==> src/an_status_pkg.sv <==
// package: offsets, field positions, encodings and carrier structs of the negotiation status summary
package an_status_pkg;
    localparam int ADDR_W = 8;
    localparam int DATA_W = 16;
    localparam logic [ADDR_W-1:0] STATUS_OFFSET = 8'h32;
    localparam logic [ADDR_W-1:0] IRQ_STATUS_OFFSET = 8'h40;
    localparam logic [ADDR_W-1:0] IRQ_MASK_OFFSET = 8'h41;
    localparam logic [DATA_W-1:0] RESET_VALUE = 16'h0000;

    // field positions in the summary word
    localparam int BIT_AN_DONE = 15;
    localparam int BIT_GOOD_CHECK = 14;
    localparam int BIT_ACK_DETECT = 13;
    localparam int BIT_ABIL_DETECT = 12;
    localparam int BIT_NP_WAIT = 11;
    localparam int SPEED_HI = 10;
    localparam int SPEED_LO = 8;
    localparam int BIT_PD_FAULT = 7;
    localparam int BIT_REM_FAULT = 6;
    localparam int BIT_PAGE_RX = 5;
    localparam int BIT_LP_AN_ABLE = 4;
    localparam int BIT_LP_NP_ABLE = 3;
    localparam int BIT_LINK_UP = 2;
    localparam int BIT_PAUSE_RX = 1;
    localparam int BIT_PAUSE_TX = 0;

    // sticky event bits in the interrupt status/mask words
    localparam int NUM_EVENTS = 6;
    localparam int EV_GOOD_CHECK = 0;
    localparam int EV_ACK_DETECT = 1;
    localparam int EV_ABIL_DETECT = 2;
    localparam int EV_NP_WAIT = 3;
    localparam int EV_PD_FAULT = 4;
    localparam int EV_PAGE_RX = 5;
    localparam logic [NUM_EVENTS-1:0] EVENTS_NONE = 6'h00;

    typedef enum logic [2:0] {
        SPD_NONE = 3'h0,
        SPD_10_HALF = 3'h1,
        SPD_10_FULL = 3'h2,
        SPD_100TX_HALF = 3'h3,
        SPD_100T4 = 3'h4,
        SPD_100TX_FULL = 3'h5,
        SPD_1000_HALF = 3'h6,
        SPD_1000_FULL = 3'h7
    } speed_duplex_type;

    // one-cycle pulses from the negotiation state machine
    typedef struct packed {
        logic enter_good_check;
        logic enter_ack_detect;
        logic enter_ability_detect;
        logic enter_next_page_wait;
        logic parallel_fault;
        logic page_received;
    } an_events_type;

    // levels from the negotiation and link logic
    typedef struct packed {
        logic an_enable;
        logic an_complete;
        speed_duplex_type best_common_ability;
        speed_duplex_type forced_speed;
        logic remote_fault;
        logic lp_an_able;
        logic lp_np_able;
        logic link_pass;
        logic pause_rx;
        logic pause_tx;
    } an_levels_type;

    typedef struct packed {
        logic [ADDR_W-1:0] addr;
        logic [DATA_W-1:0] wdata;
        logic wr;
        logic rd;
    } reg_req_type;
endpackage : an_status_pkg

==> src/phy_autoneg_status_summary.sv <==
// status summary register of one copper port, with sticky event flags and an interrupt
//
// The plain strobed port was chosen for this implementation.
module phy_autoneg_status_summary (
    input wire logic clk_in,
    input wire logic rst_n_in,
    input wire an_status_pkg::reg_req_type req_in,
    input wire an_status_pkg::an_events_type events_in,
    input wire an_status_pkg::an_levels_type levels_in,
    output logic [an_status_pkg::DATA_W-1:0] rdata_out,
    output logic irq_out
);
    import an_status_pkg::*;

    // level fields of the summary, one register each
    logic done_reg;
    speed_duplex_type speed_reg;
    logic remote_fault_reg;
    logic lp_an_able_reg;
    logic lp_np_able_reg;
    logic link_up_reg;
    logic pause_rx_reg;
    logic pause_tx_reg;

    // sticky flags of the summary, cleared by a read of it
    logic good_check_flag_reg;
    logic ack_detect_flag_reg;
    logic abil_detect_flag_reg;
    logic np_wait_flag_reg;
    logic pd_fault_flag_reg;
    logic page_rx_flag_reg;

    // interrupt flags, one per event, cleared by writing a one
    logic irq_good_check_reg;
    logic irq_ack_detect_reg;
    logic irq_abil_detect_reg;
    logic irq_np_wait_reg;
    logic irq_pd_fault_reg;
    logic irq_page_rx_reg;
    logic [NUM_EVENTS-1:0] irq_status;
    logic [NUM_EVENTS-1:0] irq_status_next;
    logic [NUM_EVENTS-1:0] irq_mask_reg;

    // decode and read path
    logic [NUM_EVENTS-1:0] ev_vec;
    logic [DATA_W-1:0] summary;
    logic [DATA_W-1:0] rdata_next;
    logic rd_status;
    logic rd_irq;
    logic rd_mask;
    logic wr_irq_status;
    logic wr_irq_mask;
    speed_duplex_type speed_sel;

    // true when the request hits a given offset with the given strobe
    function automatic logic hit(input reg_req_type r, input logic [ADDR_W-1:0] off, input logic strobe);
        hit = strobe && (r.addr == off);
    endfunction : hit

    // widen an event vector to the low bits of a bus word
    function automatic logic [DATA_W-1:0] widen(input logic [NUM_EVENTS-1:0] v);
        widen = {{(DATA_W-NUM_EVENTS){1'b0}}, v};
    endfunction : widen

    // next value of one sticky bit; the set beats the clear so no event is lost
    function automatic logic latch_event(input logic held, input logic pulse, input logic clear);
        latch_event = pulse || (held && !clear);
    endfunction : latch_event

    // strobe decode; a write to the summary is not decoded at all, so it cannot touch it
    assign rd_status = hit(req_in, STATUS_OFFSET, req_in.rd);
    assign rd_irq = hit(req_in, IRQ_STATUS_OFFSET, req_in.rd);
    assign rd_mask = hit(req_in, IRQ_MASK_OFFSET, req_in.rd);
    assign wr_irq_status = hit(req_in, IRQ_STATUS_OFFSET, req_in.wr);
    assign wr_irq_mask = hit(req_in, IRQ_MASK_OFFSET, req_in.wr);

    // gather the event pulses into one vector
    always_comb begin
        ev_vec = EVENTS_NONE;
        ev_vec[EV_GOOD_CHECK] = events_in.enter_good_check;
        ev_vec[EV_ACK_DETECT] = events_in.enter_ack_detect;
        ev_vec[EV_ABIL_DETECT] = events_in.enter_ability_detect;
        ev_vec[EV_NP_WAIT] = events_in.enter_next_page_wait;
        ev_vec[EV_PD_FAULT] = events_in.parallel_fault;
        ev_vec[EV_PAGE_RX] = events_in.page_received;
    end

    // forced mode is reported as is; negotiated result is gated by completion
    always_comb begin
        if (levels_in.an_enable) begin
            if (levels_in.an_complete) begin
                speed_sel = levels_in.best_common_ability;
            end else begin
                speed_sel = SPD_NONE;
            end
        end else begin
            speed_sel = levels_in.forced_speed;
        end
    end

    // completion bit, registered so the word is stable for a read; ignores the enable
    always_ff @(posedge clk_in or negedge rst_n_in) begin
        if (!rst_n_in) begin
            done_reg <= RESET_VALUE[BIT_AN_DONE];
        end else begin
            done_reg <= levels_in.an_complete;
        end
    end

    // speed and duplex code after the enable and completion gating
    always_ff @(posedge clk_in or negedge rst_n_in) begin
        if (!rst_n_in) begin
            speed_reg <= SPD_NONE;
        end else begin
            speed_reg <= speed_sel;
        end
    end

    // partner remote fault, a plain level with no latching
    always_ff @(posedge clk_in or negedge rst_n_in) begin
        if (!rst_n_in) begin
            remote_fault_reg <= RESET_VALUE[BIT_REM_FAULT];
        end else begin
            remote_fault_reg <= levels_in.remote_fault;
        end
    end

    // partner negotiation ability
    always_ff @(posedge clk_in or negedge rst_n_in) begin
        if (!rst_n_in) begin
            lp_an_able_reg <= RESET_VALUE[BIT_LP_AN_ABLE];
        end else begin
            lp_an_able_reg <= levels_in.lp_an_able;
        end
    end

    // partner next page ability
    always_ff @(posedge clk_in or negedge rst_n_in) begin
        if (!rst_n_in) begin
            lp_np_able_reg <= RESET_VALUE[BIT_LP_NP_ABLE];
        end else begin
            lp_np_able_reg <= levels_in.lp_np_able;
        end
    end

    // link pass or fail state
    always_ff @(posedge clk_in or negedge rst_n_in) begin
        if (!rst_n_in) begin
            link_up_reg <= RESET_VALUE[BIT_LINK_UP];
        end else begin
            link_up_reg <= levels_in.link_pass;
        end
    end

    // receive pause resolution
    always_ff @(posedge clk_in or negedge rst_n_in) begin
        if (!rst_n_in) begin
            pause_rx_reg <= RESET_VALUE[BIT_PAUSE_RX];
        end else begin
            pause_rx_reg <= levels_in.pause_rx;
        end
    end

    // transmit pause resolution
    always_ff @(posedge clk_in or negedge rst_n_in) begin
        if (!rst_n_in) begin
            pause_tx_reg <= RESET_VALUE[BIT_PAUSE_TX];
        end else begin
            pause_tx_reg <= levels_in.pause_tx;
        end
    end

    // good-check entry flag; a read clears it, but an event in that same cycle survives
    always_ff @(posedge clk_in or negedge rst_n_in) begin
        if (!rst_n_in) begin
            good_check_flag_reg <= RESET_VALUE[BIT_GOOD_CHECK];
        end else begin
            good_check_flag_reg <= latch_event(good_check_flag_reg, ev_vec[EV_GOOD_CHECK], rd_status);
        end
    end

    // acknowledge-detect entry flag
    always_ff @(posedge clk_in or negedge rst_n_in) begin
        if (!rst_n_in) begin
            ack_detect_flag_reg <= RESET_VALUE[BIT_ACK_DETECT];
        end else begin
            ack_detect_flag_reg <= latch_event(ack_detect_flag_reg, ev_vec[EV_ACK_DETECT], rd_status);
        end
    end

    // ability-detect entry flag
    always_ff @(posedge clk_in or negedge rst_n_in) begin
        if (!rst_n_in) begin
            abil_detect_flag_reg <= RESET_VALUE[BIT_ABIL_DETECT];
        end else begin
            abil_detect_flag_reg <= latch_event(abil_detect_flag_reg, ev_vec[EV_ABIL_DETECT], rd_status);
        end
    end

    // next-page-wait entry flag
    always_ff @(posedge clk_in or negedge rst_n_in) begin
        if (!rst_n_in) begin
            np_wait_flag_reg <= RESET_VALUE[BIT_NP_WAIT];
        end else begin
            np_wait_flag_reg <= latch_event(np_wait_flag_reg, ev_vec[EV_NP_WAIT], rd_status);
        end
    end

    // parallel detection fault flag
    always_ff @(posedge clk_in or negedge rst_n_in) begin
        if (!rst_n_in) begin
            pd_fault_flag_reg <= RESET_VALUE[BIT_PD_FAULT];
        end else begin
            pd_fault_flag_reg <= latch_event(pd_fault_flag_reg, ev_vec[EV_PD_FAULT], rd_status);
        end
    end

    // page received flag; writes never reach it, so software cannot fake or lose a page
    always_ff @(posedge clk_in or negedge rst_n_in) begin
        if (!rst_n_in) begin
            page_rx_flag_reg <= RESET_VALUE[BIT_PAGE_RX];
        end else begin
            page_rx_flag_reg <= latch_event(page_rx_flag_reg, ev_vec[EV_PAGE_RX], rd_status);
        end
    end

    // assemble the summary word from live levels and sticky flags
    always_comb begin
        summary = RESET_VALUE;
        summary[BIT_AN_DONE] = done_reg;
        summary[SPEED_HI:SPEED_LO] = speed_reg;
        summary[BIT_REM_FAULT] = remote_fault_reg;
        summary[BIT_LP_AN_ABLE] = lp_an_able_reg;
        summary[BIT_LP_NP_ABLE] = lp_np_able_reg;
        summary[BIT_LINK_UP] = link_up_reg;
        summary[BIT_PAUSE_RX] = pause_rx_reg;
        summary[BIT_PAUSE_TX] = pause_tx_reg;
        summary[BIT_GOOD_CHECK] = good_check_flag_reg;
        summary[BIT_ACK_DETECT] = ack_detect_flag_reg;
        summary[BIT_ABIL_DETECT] = abil_detect_flag_reg;
        summary[BIT_NP_WAIT] = np_wait_flag_reg;
        summary[BIT_PD_FAULT] = pd_fault_flag_reg;
        summary[BIT_PAGE_RX] = page_rx_flag_reg;
    end

    // interrupt status is separate from the summary flags: write one to clear, set wins
    always_comb begin
        irq_status_next = EVENTS_NONE;
        for (int i = 0; i < NUM_EVENTS; i++) begin
            irq_status_next[i] = latch_event(irq_status[i], ev_vec[i], wr_irq_status && req_in.wdata[i]);
        end
    end

    // good-check interrupt flag
    always_ff @(posedge clk_in or negedge rst_n_in) begin
        if (!rst_n_in) begin
            irq_good_check_reg <= EVENTS_NONE[EV_GOOD_CHECK];
        end else begin
            irq_good_check_reg <= irq_status_next[EV_GOOD_CHECK];
        end
    end

    // acknowledge-detect interrupt flag
    always_ff @(posedge clk_in or negedge rst_n_in) begin
        if (!rst_n_in) begin
            irq_ack_detect_reg <= EVENTS_NONE[EV_ACK_DETECT];
        end else begin
            irq_ack_detect_reg <= irq_status_next[EV_ACK_DETECT];
        end
    end

    // ability-detect interrupt flag
    always_ff @(posedge clk_in or negedge rst_n_in) begin
        if (!rst_n_in) begin
            irq_abil_detect_reg <= EVENTS_NONE[EV_ABIL_DETECT];
        end else begin
            irq_abil_detect_reg <= irq_status_next[EV_ABIL_DETECT];
        end
    end

    // next-page-wait interrupt flag
    always_ff @(posedge clk_in or negedge rst_n_in) begin
        if (!rst_n_in) begin
            irq_np_wait_reg <= EVENTS_NONE[EV_NP_WAIT];
        end else begin
            irq_np_wait_reg <= irq_status_next[EV_NP_WAIT];
        end
    end

    // parallel fault interrupt flag
    always_ff @(posedge clk_in or negedge rst_n_in) begin
        if (!rst_n_in) begin
            irq_pd_fault_reg <= EVENTS_NONE[EV_PD_FAULT];
        end else begin
            irq_pd_fault_reg <= irq_status_next[EV_PD_FAULT];
        end
    end

    // page received interrupt flag
    always_ff @(posedge clk_in or negedge rst_n_in) begin
        if (!rst_n_in) begin
            irq_page_rx_reg <= EVENTS_NONE[EV_PAGE_RX];
        end else begin
            irq_page_rx_reg <= irq_status_next[EV_PAGE_RX];
        end
    end

    // interrupt flags back into one vector for the read path and the set/clear logic
    always_comb begin
        irq_status = EVENTS_NONE;
        irq_status[EV_GOOD_CHECK] = irq_good_check_reg;
        irq_status[EV_ACK_DETECT] = irq_ack_detect_reg;
        irq_status[EV_ABIL_DETECT] = irq_abil_detect_reg;
        irq_status[EV_NP_WAIT] = irq_np_wait_reg;
        irq_status[EV_PD_FAULT] = irq_pd_fault_reg;
        irq_status[EV_PAGE_RX] = irq_page_rx_reg;
    end

    // mask bit high enables that event onto the interrupt line
    always_ff @(posedge clk_in or negedge rst_n_in) begin
        if (!rst_n_in) begin
            irq_mask_reg <= EVENTS_NONE;
        end else if (wr_irq_mask) begin
            irq_mask_reg <= req_in.wdata[NUM_EVENTS-1:0];
        end
    end

    // level interrupt from a flip-flop fed by the next status, so it changes on the same edge as the status bits
    always_ff @(posedge clk_in or negedge rst_n_in) begin
        if (!rst_n_in) begin
            irq_out <= 1'b0;
        end else begin
            irq_out <= |(irq_status_next & irq_mask_reg);
        end
    end

    // read mux; unmapped addresses and idle cycles read zero
    always_comb begin
        rdata_next = RESET_VALUE;
        if (rd_status) begin
            rdata_next = summary;
        end else if (rd_irq) begin
            rdata_next = widen(irq_status);
        end else if (rd_mask) begin
            rdata_next = widen(irq_mask_reg);
        end
    end

    // read data stands only in the cycle after the strobe
    always_ff @(posedge clk_in or negedge rst_n_in) begin
        if (!rst_n_in) begin
            rdata_out <= RESET_VALUE;
        end else begin
            rdata_out <= rdata_next;
        end
    end
endmodule : phy_autoneg_status_summary

==> config.mk <==
export PLATFORM = sky130hd
export DESIGN_NAME = phy_autoneg_status_summary
export DESIGN_NICKNAME = d
export VERILOG_FILES = /design/src/an_status_pkg.sv /design/src/phy_autoneg_status_summary.sv
export SDC_FILE = /design/constraint.sdc
export NUM_CORES = 1
export LEC_CHECK = 0
export ABC_AREA = 1
export BUFFER_PORTS_ARGS = -buffer_cell sky130_fd_sc_hd__buf_4
export CAP_MARGIN = 5
export CORE_MARGIN = 10
export CORE_UTILIZATION = 48
export CTS_CLUSTER_DIAMETER = 50
export DETAILED_ROUTE_END_ITERATION = 12
export PLACE_DENSITY = 0.88
export SYNTH_ARGS = -nofsm -noshare
export SYNTH_HDL_FRONTEND = slang
export SYNTH_SLANG_ARGS = --single-unit
==> constraint.sdc <==
create_clock -name clk_in -period 0.9 [get_ports clk_in]
set_input_delay 0 -clock clk_in [delete_from_list [all_inputs] [get_ports clk_in]]
set_output_delay 0 -clock clk_in [all_outputs]
set_load 0.01 [all_outputs]
=== Yosys cells after proc, flatten, opt, wreduce, memory -nomap -nowiden ===
Index checks and enable logic that the tools add are counted.

* Add/sub/neg operators: 0
* $mul: 0
* Divide/modulo/power cells: 0
* Order comparisons: 0
* Equality and inequality tests: 3
* Shift operators: 0
* Mux-type cells: 5
* Bitwise logic cells: 1
* Reduce and logical (&&, ||, !) cells: 43

{| class="wikitable"
|+ Operators by type and width
! kind !! count
|-
| $mux 16 || 2
|-
| $logic_and 1x1->1 || 23
|-
| $eq 8x7->1 const B || 2
|-
| $logic_or 1x1->1 || 12
|-
| $eq 8x6->1 const B || 1
|-
| $logic_not 1->1 || 7
|-
| $and 6x6->6 || 1
|-
| $mux 3 || 2
|-
| $mux 6 || 1
|-
| $reduce_or 6->1 || 1
|}

* Flip-flop bits (word level): 45
* Latch bits: 0
* RAM bits: 0
* Memory bits (read-only): 0
* Input bits: 48
* Output and inout port bits: 17
* Logic and storage cells: 75
* Memories: 0

=== Logic depth before layout (Yosys ltp) ===
Gate-level depths: netlist of the first run.

* Depth in word-level cells: 8
* Depth in mapped cells: 11

=== Worst setup path after synthesis of the first run ===
No wires, ideal clock.

* Kind: input -> register
* From: input port req_in[21] (netlist bit)
* To: register irq_out
* Library setup time: 0.119 ns
* Arrival: 0.781 ns
* Required time: 0.781 ns
* Slack: 0.001 ns
* Stages: 10
* Path buffers: 0
* Cell sequence: nor2_2 nand2_1 nor2_4 nand3_1 nand2_1 nand2_2 nand2_1 nand2_1 nor2_1 nand2_1

* Word-level cells in the longest chain between the ends: 8
* Elaborated cells on any way between the ends: 28
* Those cells by class: 1 x eq/ne; 1 x bitwise; 26 x reduce/logical

{| class="wikitable"
|+ Ends and longest elaborated chain
! item !! line !! text
|-
| start: declaration || phy_autoneg_status_summary.sv:7 || <nowiki>input wire an_status_pkg::reg_req_type req_in,</nowiki>
|-
| $eq 8x7->1 || phy_autoneg_status_summary.sv:57 || <nowiki>hit = strobe && (r.addr == off);</nowiki>
|-
| $logic_and 1x1->1 || phy_autoneg_status_summary.sv:57 ||
|-
| $logic_and 1x1->1 || phy_autoneg_status_summary.sv:250 || <nowiki>irq_status_next[i] = latch_event(irq_status[i], ev_vec[i], wr_irq_status && req_in.wdata[i]);</nowiki>
|-
| $logic_not 1->1 || phy_autoneg_status_summary.sv:67 || <nowiki>latch_event = pulse || (held && !clear);</nowiki>
|-
| $logic_and 1x1->1 || phy_autoneg_status_summary.sv:67 ||
|-
| $logic_or 1x1->1 || phy_autoneg_status_summary.sv:67 ||
|-
| net irq_status_next[1] || phy_autoneg_status_summary.sv:41 || <nowiki>logic [NUM_EVENTS-1:0] irq_status_next;</nowiki>
|-
| $and 6x6->6 || phy_autoneg_status_summary.sv:333 || <nowiki>irq_out <= |(irq_status_next & irq_mask_reg);</nowiki>
|-
| $reduce_or 6->1 || phy_autoneg_status_summary.sv:333 ||
|-
| end signal: assignment || phy_autoneg_status_summary.sv:333 ||
|-
| end: declaration || phy_autoneg_status_summary.sv:11 || <nowiki>output logic irq_out</nowiki>
|}

The timed path passes the listed nets, and every way through them passes these cells.
A chain may end at the register's enable or synchronous reset.

=== Final worst setup path of the first run ===
* From: register irq_ack_detect_reg
* To: register irq_out

* Word-level cells in the longest chain between the ends: 4

{| class="wikitable"
|+ Ends and longest elaborated chain
! item !! line !! text
|-
| start: declaration || phy_autoneg_status_summary.sv:35 || <nowiki>logic irq_ack_detect_reg;</nowiki>
|-
| start signal: assignment || phy_autoneg_status_summary.sv:266 || <nowiki>irq_ack_detect_reg <= EVENTS_NONE[EV_ACK_DETECT];</nowiki>
|-
| start signal: assignment || phy_autoneg_status_summary.sv:268 || <nowiki>irq_ack_detect_reg <= irq_status_next[EV_ACK_DETECT];</nowiki>
|-
| $logic_and 1x1->1 || phy_autoneg_status_summary.sv:67 ||
|-
| $logic_or 1x1->1 || phy_autoneg_status_summary.sv:67 ||
|-
| net irq_status_next[1] || phy_autoneg_status_summary.sv:41 ||
|-
| $and 6x6->6 || phy_autoneg_status_summary.sv:333 ||
|-
| $reduce_or 6->1 || phy_autoneg_status_summary.sv:333 ||
|}

The timed path passes the listed nets, and every way through them passes these cells.

==> impl_metrics.tcl, run 1 <==
set metrics [dict create \
    status "finished with violations" \
    violations "negative setup slack" \
    antenna_found_initial 0 \
    clkLatencyLatePin_ns 0.37 \
    worstPathRequired_ns 1.18 \
    drtPass1Iterations 4 \
    fin_ws_ns -0.0545 \
    ir_worst_vdd_mv 0.849 \
    drtAntennaViolNets 0 \
    synthTopCellsByArea "dfrtp_1 65%, nand2_1 8.2%, inv_1 6.2%" \
    cp_cell_sequence "nand2_2, nand2_2, nand2_1, nand2_1, nor2_2, nand2_1" \
    p_leak_nw 1.41 \
    regArea_um2 1130 \
    cts_buffer_depth 2 \
    grt_overflow 0 \
    fin_area_um2 2690 \
    viasPerCell 4.91 \
    fmaxAchievable_mhz 1050 \
    final_cell_mix "45 x dfrtp_1, 44 x buf_4, 33 x nand2_1" \
    vias 1556 \
    die_w_um 80.3 \
    port_buffers 54 \
    yosysTopAreaCell "dfrtp_1" \
    maxSlewViolCount 0 \
    ys_types 20 \
    max_stage_delay_ns 0.43 \
    worstPathArrival_ns 1.23 \
    cap_violations 0 \
    setup_viol 5 \
    layout.nets 318 \
    diodes 0 \
    start_kind "register" \
    drtIter0Drc 157 \
    p_per_area_nw_per_um2 1430 \
    clk_pin_slew_ns 0.14 \
    cts_buffers 5 \
    rsz0062_at_grt "yes" \
    fin_util 0.787 \
    syn_area_um2 1740 \
    pre_cts_slack_ns -0.284 \
    die_area_um2 6440 \
    yosysTopAreaCellShare 0.646 \
    syn2layout_area_growth_pct 54.2 \
    fin_worst_skew_ns 0.0134 \
    grt_pass1_vias 1740 \
    path_common_cell "nand2_1" \
    synth.ff_latch_count 45 \
    worstPathMaxFanout 2 \
    drive_above_1_share 0.336 \
    endpoint_kind "register" \
    layout_commonest_cell "dfrtp_1" \
    place.gp.congestion 0.882 \
    hpwlAfterDp_um 3060 \
    yosysWarnings 0 \
    critPathBufInv 0 \
    cts_max_level 2 \
    cts-root-buf "clkbuf_4" \
    path_class "register to register" \
    start_util 0.511 \
    grt_max_degree 46 \
    syn_avg_cell_area_um2 9.85 \
    largest_reg_flops 16 \
    drc_errors 0 \
    postSynthCellCount 177 \
    placed_cell_area_um2 2230 \
    critPathTopFamily "flip-flops" \
    maxSlewHeadroom 0.641 \
    fillers 201 \
    wl_per_cell_um 16.0 \
    cp_slowest_cell "dfrtp_1" \
    core_um2 3420 \
    drt_wl_total_um 5060 \
    cts.sinks 45 \
    fin_crit_sh 1.06 \
    multi_input_area_um2 515 \
    cts_tree "built" \
    grt.total_usage 0.167 \
    period_minus_slack_ns 0.954 \
    die_h_um 80.3 \
    row_count 21 \
    io-pin-count 65 \
    synth_fp_nets 225 \
    grt_pass1_wl_um 8340 \
    hp-class "input pin to register" \
    yosysSeqAreaShare 0.646 \
    tightest_slew_ns 0.538 \
    finalHoldViolations 0 \
]
==> Yosys cell counts (all sizes together) <==
master / number
inv: 30
dfrtp: 45
clkbuf: 1
a21oi: 1
o21ai: 12
nand3: 9
nor3: 2
nor2: 23
buf: 1
nor4: 1
mux2: 4
a31oi: 5
nand3b: 1
nand2: 42
==> tightest hold or removal path, cell delays in order <==
cell,delay [ns]
buf_4,0.13
nand3_1,0.08
nand2_1,0.07
nand2_1,0.06
==> cell families (layout without fill, tap and decap cells) <==
family,Yosys count,after routing,synth area share
AND/OR/NAND/NOR,78,78,0.204
flip-flops,45,45,0.646
AO/OA/AOI/OAI,18,18,0.0552
multiplexers,4,4,0.0258
buffers and inverters,32,126,0.0696
==> area by class of cell <==
class / count / share of cell area
Sequential cell: 45 / 0.419
Timing Repair Buffer: 88 / 0.295
Multi-Input combinational cell: 100 / 0.192
Inverter: 30 / 0.0419
Tap cell: 46 / 0.0214
Clock inverter: 3 / 0.0177
Clock buffer: 5 / 0.0140
==> power breakdown <==
part           leakage, nW  internal, mW  switching (mW)
clock               0.0462         0.605           0.708
combinational        0.817         0.240           0.182
sequential           0.543          2.07          0.0282
==> repair_timing <==
item	CTS	global route
cloned	0	0
hold buffers	27	0
setup buffers	0	3
resized for setup	7	18
pin swaps	1	2
hold endpoints to repair	73	0
setup endpoints to repair	8	18
==> metrics by stage <==
stage	power [mW]	setup TNS [ns]	hold WS, ns	instances
6_report	3.84	-0.107	0.00640	317
5_1_grt	3.97	-0.498	0.0176	317
4_1_cts	3.80	-0.0209	-0.0429	314
3_5_place_dp	2.44	-4.01	0.0208	279
3_3_place_gp	2.42	-2.75	0.0144	279
2_1_floorplan	2.21	0	-0.296	177
==> layer usage <==
layer	track usage	vias to the layer above	wire length [um]
li1	-	731	-
met1	0.167	752	1780
met2	0.318	60	2830
met3	0.0379	13	329
met4	0.0739	0	130
met5	0	-	0
==> final timing paths <==
path | slack, ns | cells past startpoint | to | startpoint
hold / removal | 0.006 | 4 | irq_good_check_reg | req_in[1]
max in group asynchronous | 0.37 | 2 | pause_rx_reg | rst_n_in
hold reg to reg | 0.48 | 2 | rdata_out[15] | done_reg
min in group asynchronous | 0.14 | 2 | done_reg | rst_n_in
setup reg to reg | -0.05 | 6 | irq_out | irq_ack_detect_reg
setup / recovery | -0.05 | 6 | irq_out | irq_ack_detect_reg
(Power assumes the default switching activity.)
==> run 2, diff against run 1 <==
- SKIP_LAST_GASP: not set -> 1
==> impl_metrics.tcl, run 2 (synthesis gave the netlist of run 1 again) <==
set metrics [dict create \
    path_class "register to register" \
    cts_buffer_depth 2 \
    drtAntennaViolNets 0 \
    core_um2 3420 \
    layout_commonest_cell "dfrtp_1" \
    grt_overflow 0 \
    maxSlewHeadroom 0.640 \
    multi_input_area_um2 509 \
    layout.nets 318 \
    period_minus_slack_ns 0.947 \
    start_util 0.511 \
    grt.total_usage 0.167 \
    drtPass1Iterations 6 \
    endpoint_kind "register" \
    grt_max_degree 46 \
    regArea_um2 1130 \
    rsz0062_at_grt "yes" \
    cp_slowest_cell "dfrtp_1" \
    p_leak_nw 1.41 \
    cts_buffers 5 \
    setup_tns_ns -0.136 \
    clkLatencyLatePin_ns 0.37 \
    p_per_area_nw_per_um2 1430 \
    cp_cell_sequence "nand2_1, nand2_2, nand2_1, nand2_1, nor2_2, nand2_1" \
    finalHoldViolations 0 \
    port_buffers 54 \
    drive_above_1_share 0.325 \
    path_common_cell "nand2_1" \
    hp-class "input pin to register" \
    cts_tree "built" \
    diodes 0 \
    max_stage_delay_ns 0.42 \
    cap_violations 0 \
    die_w_um 80.3 \
    io-pin-count 65 \
    fin_ws_ns -0.0475 \
    grt_pass1_vias 1740 \
    setup_viol 8 \
    worstPathArrival_ns 1.23 \
    status "finished with violations" \
    pre_cts_slack_ns -0.284 \
    syn2layout_area_growth_pct 53.8 \
    fin_worst_skew_ns 0.00989 \
    wl_per_cell_um 16.1 \
    start_kind "register" \
    die_h_um 80.3 \
    cts_max_level 2 \
    worstPathMaxFanout 2 \
    p_total_mw 3.83 \
    ir_worst_vdd_mv 0.845 \
    maxSlewViolCount 0 \
    violations "negative setup slack" \
    hpwlAfterDp_um 3060 \
    tightest_slew_ns 0.540 \
    cts.sinks 45 \
    die_area_um2 6440 \
    antenna_found_initial 0 \
    worstPathRequired_ns 1.18 \
    clk_pin_slew_ns 0.14 \
    hold_slack_ns 0.000119 \
    place.gp.congestion 0.882 \
    grt_pass1_wl_um 8340 \
    row_count 21 \
    drc_errors 0 \
    largest_reg_flops 16 \
    fin_crit_sh 1.05 \
    drt_wl_total_um 5110 \
    fmaxAchievable_mhz 1060 \
    fillers 201 \
    viasPerCell 4.86 \
    drtIter0Drc 161 \
    vias 1540 \
    final_cell_mix "45 x dfrtp_1, 44 x buf_4, 34 x nand2_1" \
    cts-root-buf "clkbuf_4" \
]
## run 2: cell counts in the layout (fill, tap and decap cells not counted)
Identical to the previous run, type by type.
## run 2: cell type report
| cell class | count | area share |
|---|---|---|
| Multi-Input combinational cell | 100 | 0.190 |
| Clock inverter | 3 | 0.0177 |
| Sequential cell | 45 | 0.420 |
| Clock buffer | 5 | 0.0140 |
| Tap cell | 46 | 0.0215 |
| Inverter | 30 | 0.0420 |
| Timing Repair Buffer | 88 | 0.295 |
## run 2: power by group
| group | switching (mW) | leakage, nW | total, mW | internal [mW] |
|---|---|---|---|---|
| combinational | 0.181 | 0.817 | 0.420 | 0.239 |
| clock | 0.708 | 0.0462 | 1.31 | 0.605 |
| sequential | 0.0285 | 0.543 | 2.10 | 2.07 |
## run 2: path summary, 6_finish.rpt
path	startpoint	end	slack (ns)	cells after the start
min reg2reg	done_reg	rdata_out[15]	0.48	2
min	req_in[1]	irq_good_check_reg	0.0001	4
max reg2reg	irq_pd_fault_reg	irq_out	-0.05	6
min in group asynchronous	rst_n_in	done_reg	0.14	2
max	irq_pd_fault_reg	irq_out	-0.05	6
max in group asynchronous	rst_n_in	irq_pd_fault_reg	0.37	2
## run 2: routing by layer
layer / share of wire / global-route usage / vias to the layer above
met5: 0 / 0 / -
met3: 0.068 / 0.0379 / 15
met4: 0.027 / 0.0739 / 0
met1: 0.35 / 0.167 / 732
li1: - / - / 730
met2: 0.55 / 0.318 / 63
## run 2: critical path: cells and delay by family, from the launching register on
family | cells | cell delay [ns]
simple gates | 6 | 0.43
flops | 1 | 0.42
## run 2: timing repair
item,CTS,global route
cloned,0,0
hold buffers,27,0
gates resized for setup,7,15
endpoints found under the hold margin,73,0
pin swaps,1,1
endpoints found under the setup margin,8,18
setup buffers,0,3
## run 2: per-stage QoR
step / util / cells / cell area (um^2)
2_1_floorplan: - / 177 / 1740
3_3_place_gp: 0.652 / 279 / 2230
3_5_place_dp: 0.652 / 279 / 2230
4_1_cts: 0.764 / 314 / 2610
5_1_grt: 0.785 / 317 / 2680
6_report: 0.785 / 317 / 2680
==> run 3, diff against run 2 <==
- SETUP_SLACK_MARGIN: not set -> 0.4
==> impl_metrics.tcl, run 3 (synthesis gave the netlist of run 1 again) <==
set metrics [dict create \
    status "finished with violations" \
    violations "negative hold slack, negative setup slack" \
    port_buffers 54 \
    final_cell_mix "45 x dfrtp_1, 42 x buf_4, 25 x buf_6" \
    grt_overflow 0 \
    fin_ws_ns -0.168 \
    cts-root-buf "clkbuf_4" \
    hp-class "input pin to asynchronous set/reset pin" \
    fmaxAchievable_mhz 936 \
    drive_above_1_share 0.551 \
    ir_worst_vdd_mv 1.36 \
    fin_crit_sh 1.19 \
    largest_reg_flops 16 \
    cts_max_level 2 \
    drc_errors 0 \
    drtAntennaViolNets 0 \
    layout.nets 314 \
    diodes 0 \
    path_common_cell "nand2_1" \
    grt_pass1_vias 1785 \
    hold_slack_ns -0.415 \
    viasPerCell 5.32 \
    drt_wl_total_um 6030 \
    clkLatencyLatePin_ns 0.38 \
    antenna_found_initial 0 \
    cts_buffer_depth 2 \
    grt.total_usage 0.172 \
    critPathTopFamily "simple AND/OR/NAND/NOR gates" \
    cap_violations 0 \
    setup_tns_ns -0.278 \
    place.gp.congestion 0.778 \
    die_area_um2 6440 \
    cts.sinks 45 \
    die_w_um 80.3 \
    worstPathArrival_ns 1.35 \
    tightest_slew_ns 0.545 \
    grt_pass1_wl_um 8510 \
    clk_pin_slew_ns 0.13 \
    max_stage_delay_ns 0.41 \
    cp_cell_sequence "nand2_1, nand2_1, nand2_1, nand2_1, nor2_1, nand2_1" \
    rsz0062_at_grt "yes" \
    maxSlewHeadroom 0.636 \
    path_class "register to register" \
    start_kind "register" \
    setup_viol 9 \
    syn2layout_area_growth_pct 72.5 \
    fin_util 0.881 \
    drtIter0Drc 142 \
    wl_per_cell_um 19.3 \
    grt_max_degree 46 \
    layout_commonest_cell "dfrtp_1" \
    fin_worst_skew_ns 0.0126 \
    p_per_area_nw_per_um2 1280 \
    finalHoldViolations 66 \
    vias 1666 \
    worstPathMaxFanout 2 \
    maxSlewViolCount 0 \
    io-pin-count 65 \
    core_um2 3420 \
    die_h_um 80.3 \
    start_util 0.511 \
    cts_buffers 5 \
    drtPass1Iterations 4 \
    cp_slowest_cell "dfrtp_1" \
    endpoint_kind "register" \
    worstPathRequired_ns 1.18 \
    p_leak_nw 1.51 \
    cts_tree "built" \
    critPathBufInv 0 \
    period_minus_slack_ns 1.07 \
    row_count 21 \
    hpwlAfterDp_um 3280 \
    fillers 147 \
]
-- run 3: per-stage QoR --
step                instances  instance area, um^2  total power [mW]  setup slack (ns)
floorplan                 177                 1820              2.23           0.00670
global placement          283                 2340              2.47            -0.183
detailed placement        283                 2340              2.48            -0.235
CTS                       308                 2810              3.77           -0.0111
global route              313                 3010              3.98            -0.221
finish                    313                 3010              3.85            -0.168
-- run 3: worst register-to-register path: stages (launching register included) --
cell and delay, ns:
dfrtp_1 0.41, nand2_1 0.06, nand2_1 0.09, nand2_1 0.10, nand2_1 0.07, nor2_1 0.15
nand2_1 0.08
-- run 3: final timing paths --
check                              endpoint  depth (start not counted)  slack, ns               start
max                                 irq_out                          6      -0.17  irq_good_check_reg
min                            pause_rx_reg                          1      -0.41            rst_n_in
max reg2reg                         irq_out                          6      -0.17  irq_good_check_reg
min reg2reg                    rdata_out[9]                          2       0.50        speed_reg[1]
max in group asynchronous   irq_mask_reg[1]                          1       0.93            rst_n_in
min in group clk_in        np_wait_flag_reg                          3      -0.18        events_in[2]
-- run 3: what timing repair did --
item	4_1_cts	5_1_grt
hold endpoints to repair	73	67
gates resized for setup	47	50
hold buffers	7	1
setup buffers	7	5
gates cloned	3	0
setup endpoints to repair	52	55
pin swaps	28	25
-- run 3: metal layers --
layer  track usage  up-vias  routed length (um)
met5             0        -                   0
met4        0.0704        0                 263
met3        0.0479       34                 400
met2         0.332       81                3260
met1         0.164      824                2100
li1              -      727                   -
-- run 3: layout make-up --
class	instances	area, um^2	share of cell area
clock buffer	5	37.5	0.0125
tap	46	57.6	0.0191
inverter	30	148	0.0491
multi-input combinational	100	719	0.239
timing repair buffer	84	875	0.291
clock inverter	3	46.3	0.0154
sequential	45	1130	0.374
-- run 3: where the power goes --
part,internal (mW),switching [mW]
clock network,0.588,0.688
logic,0.246,0.224
registers,2.07,0.0321
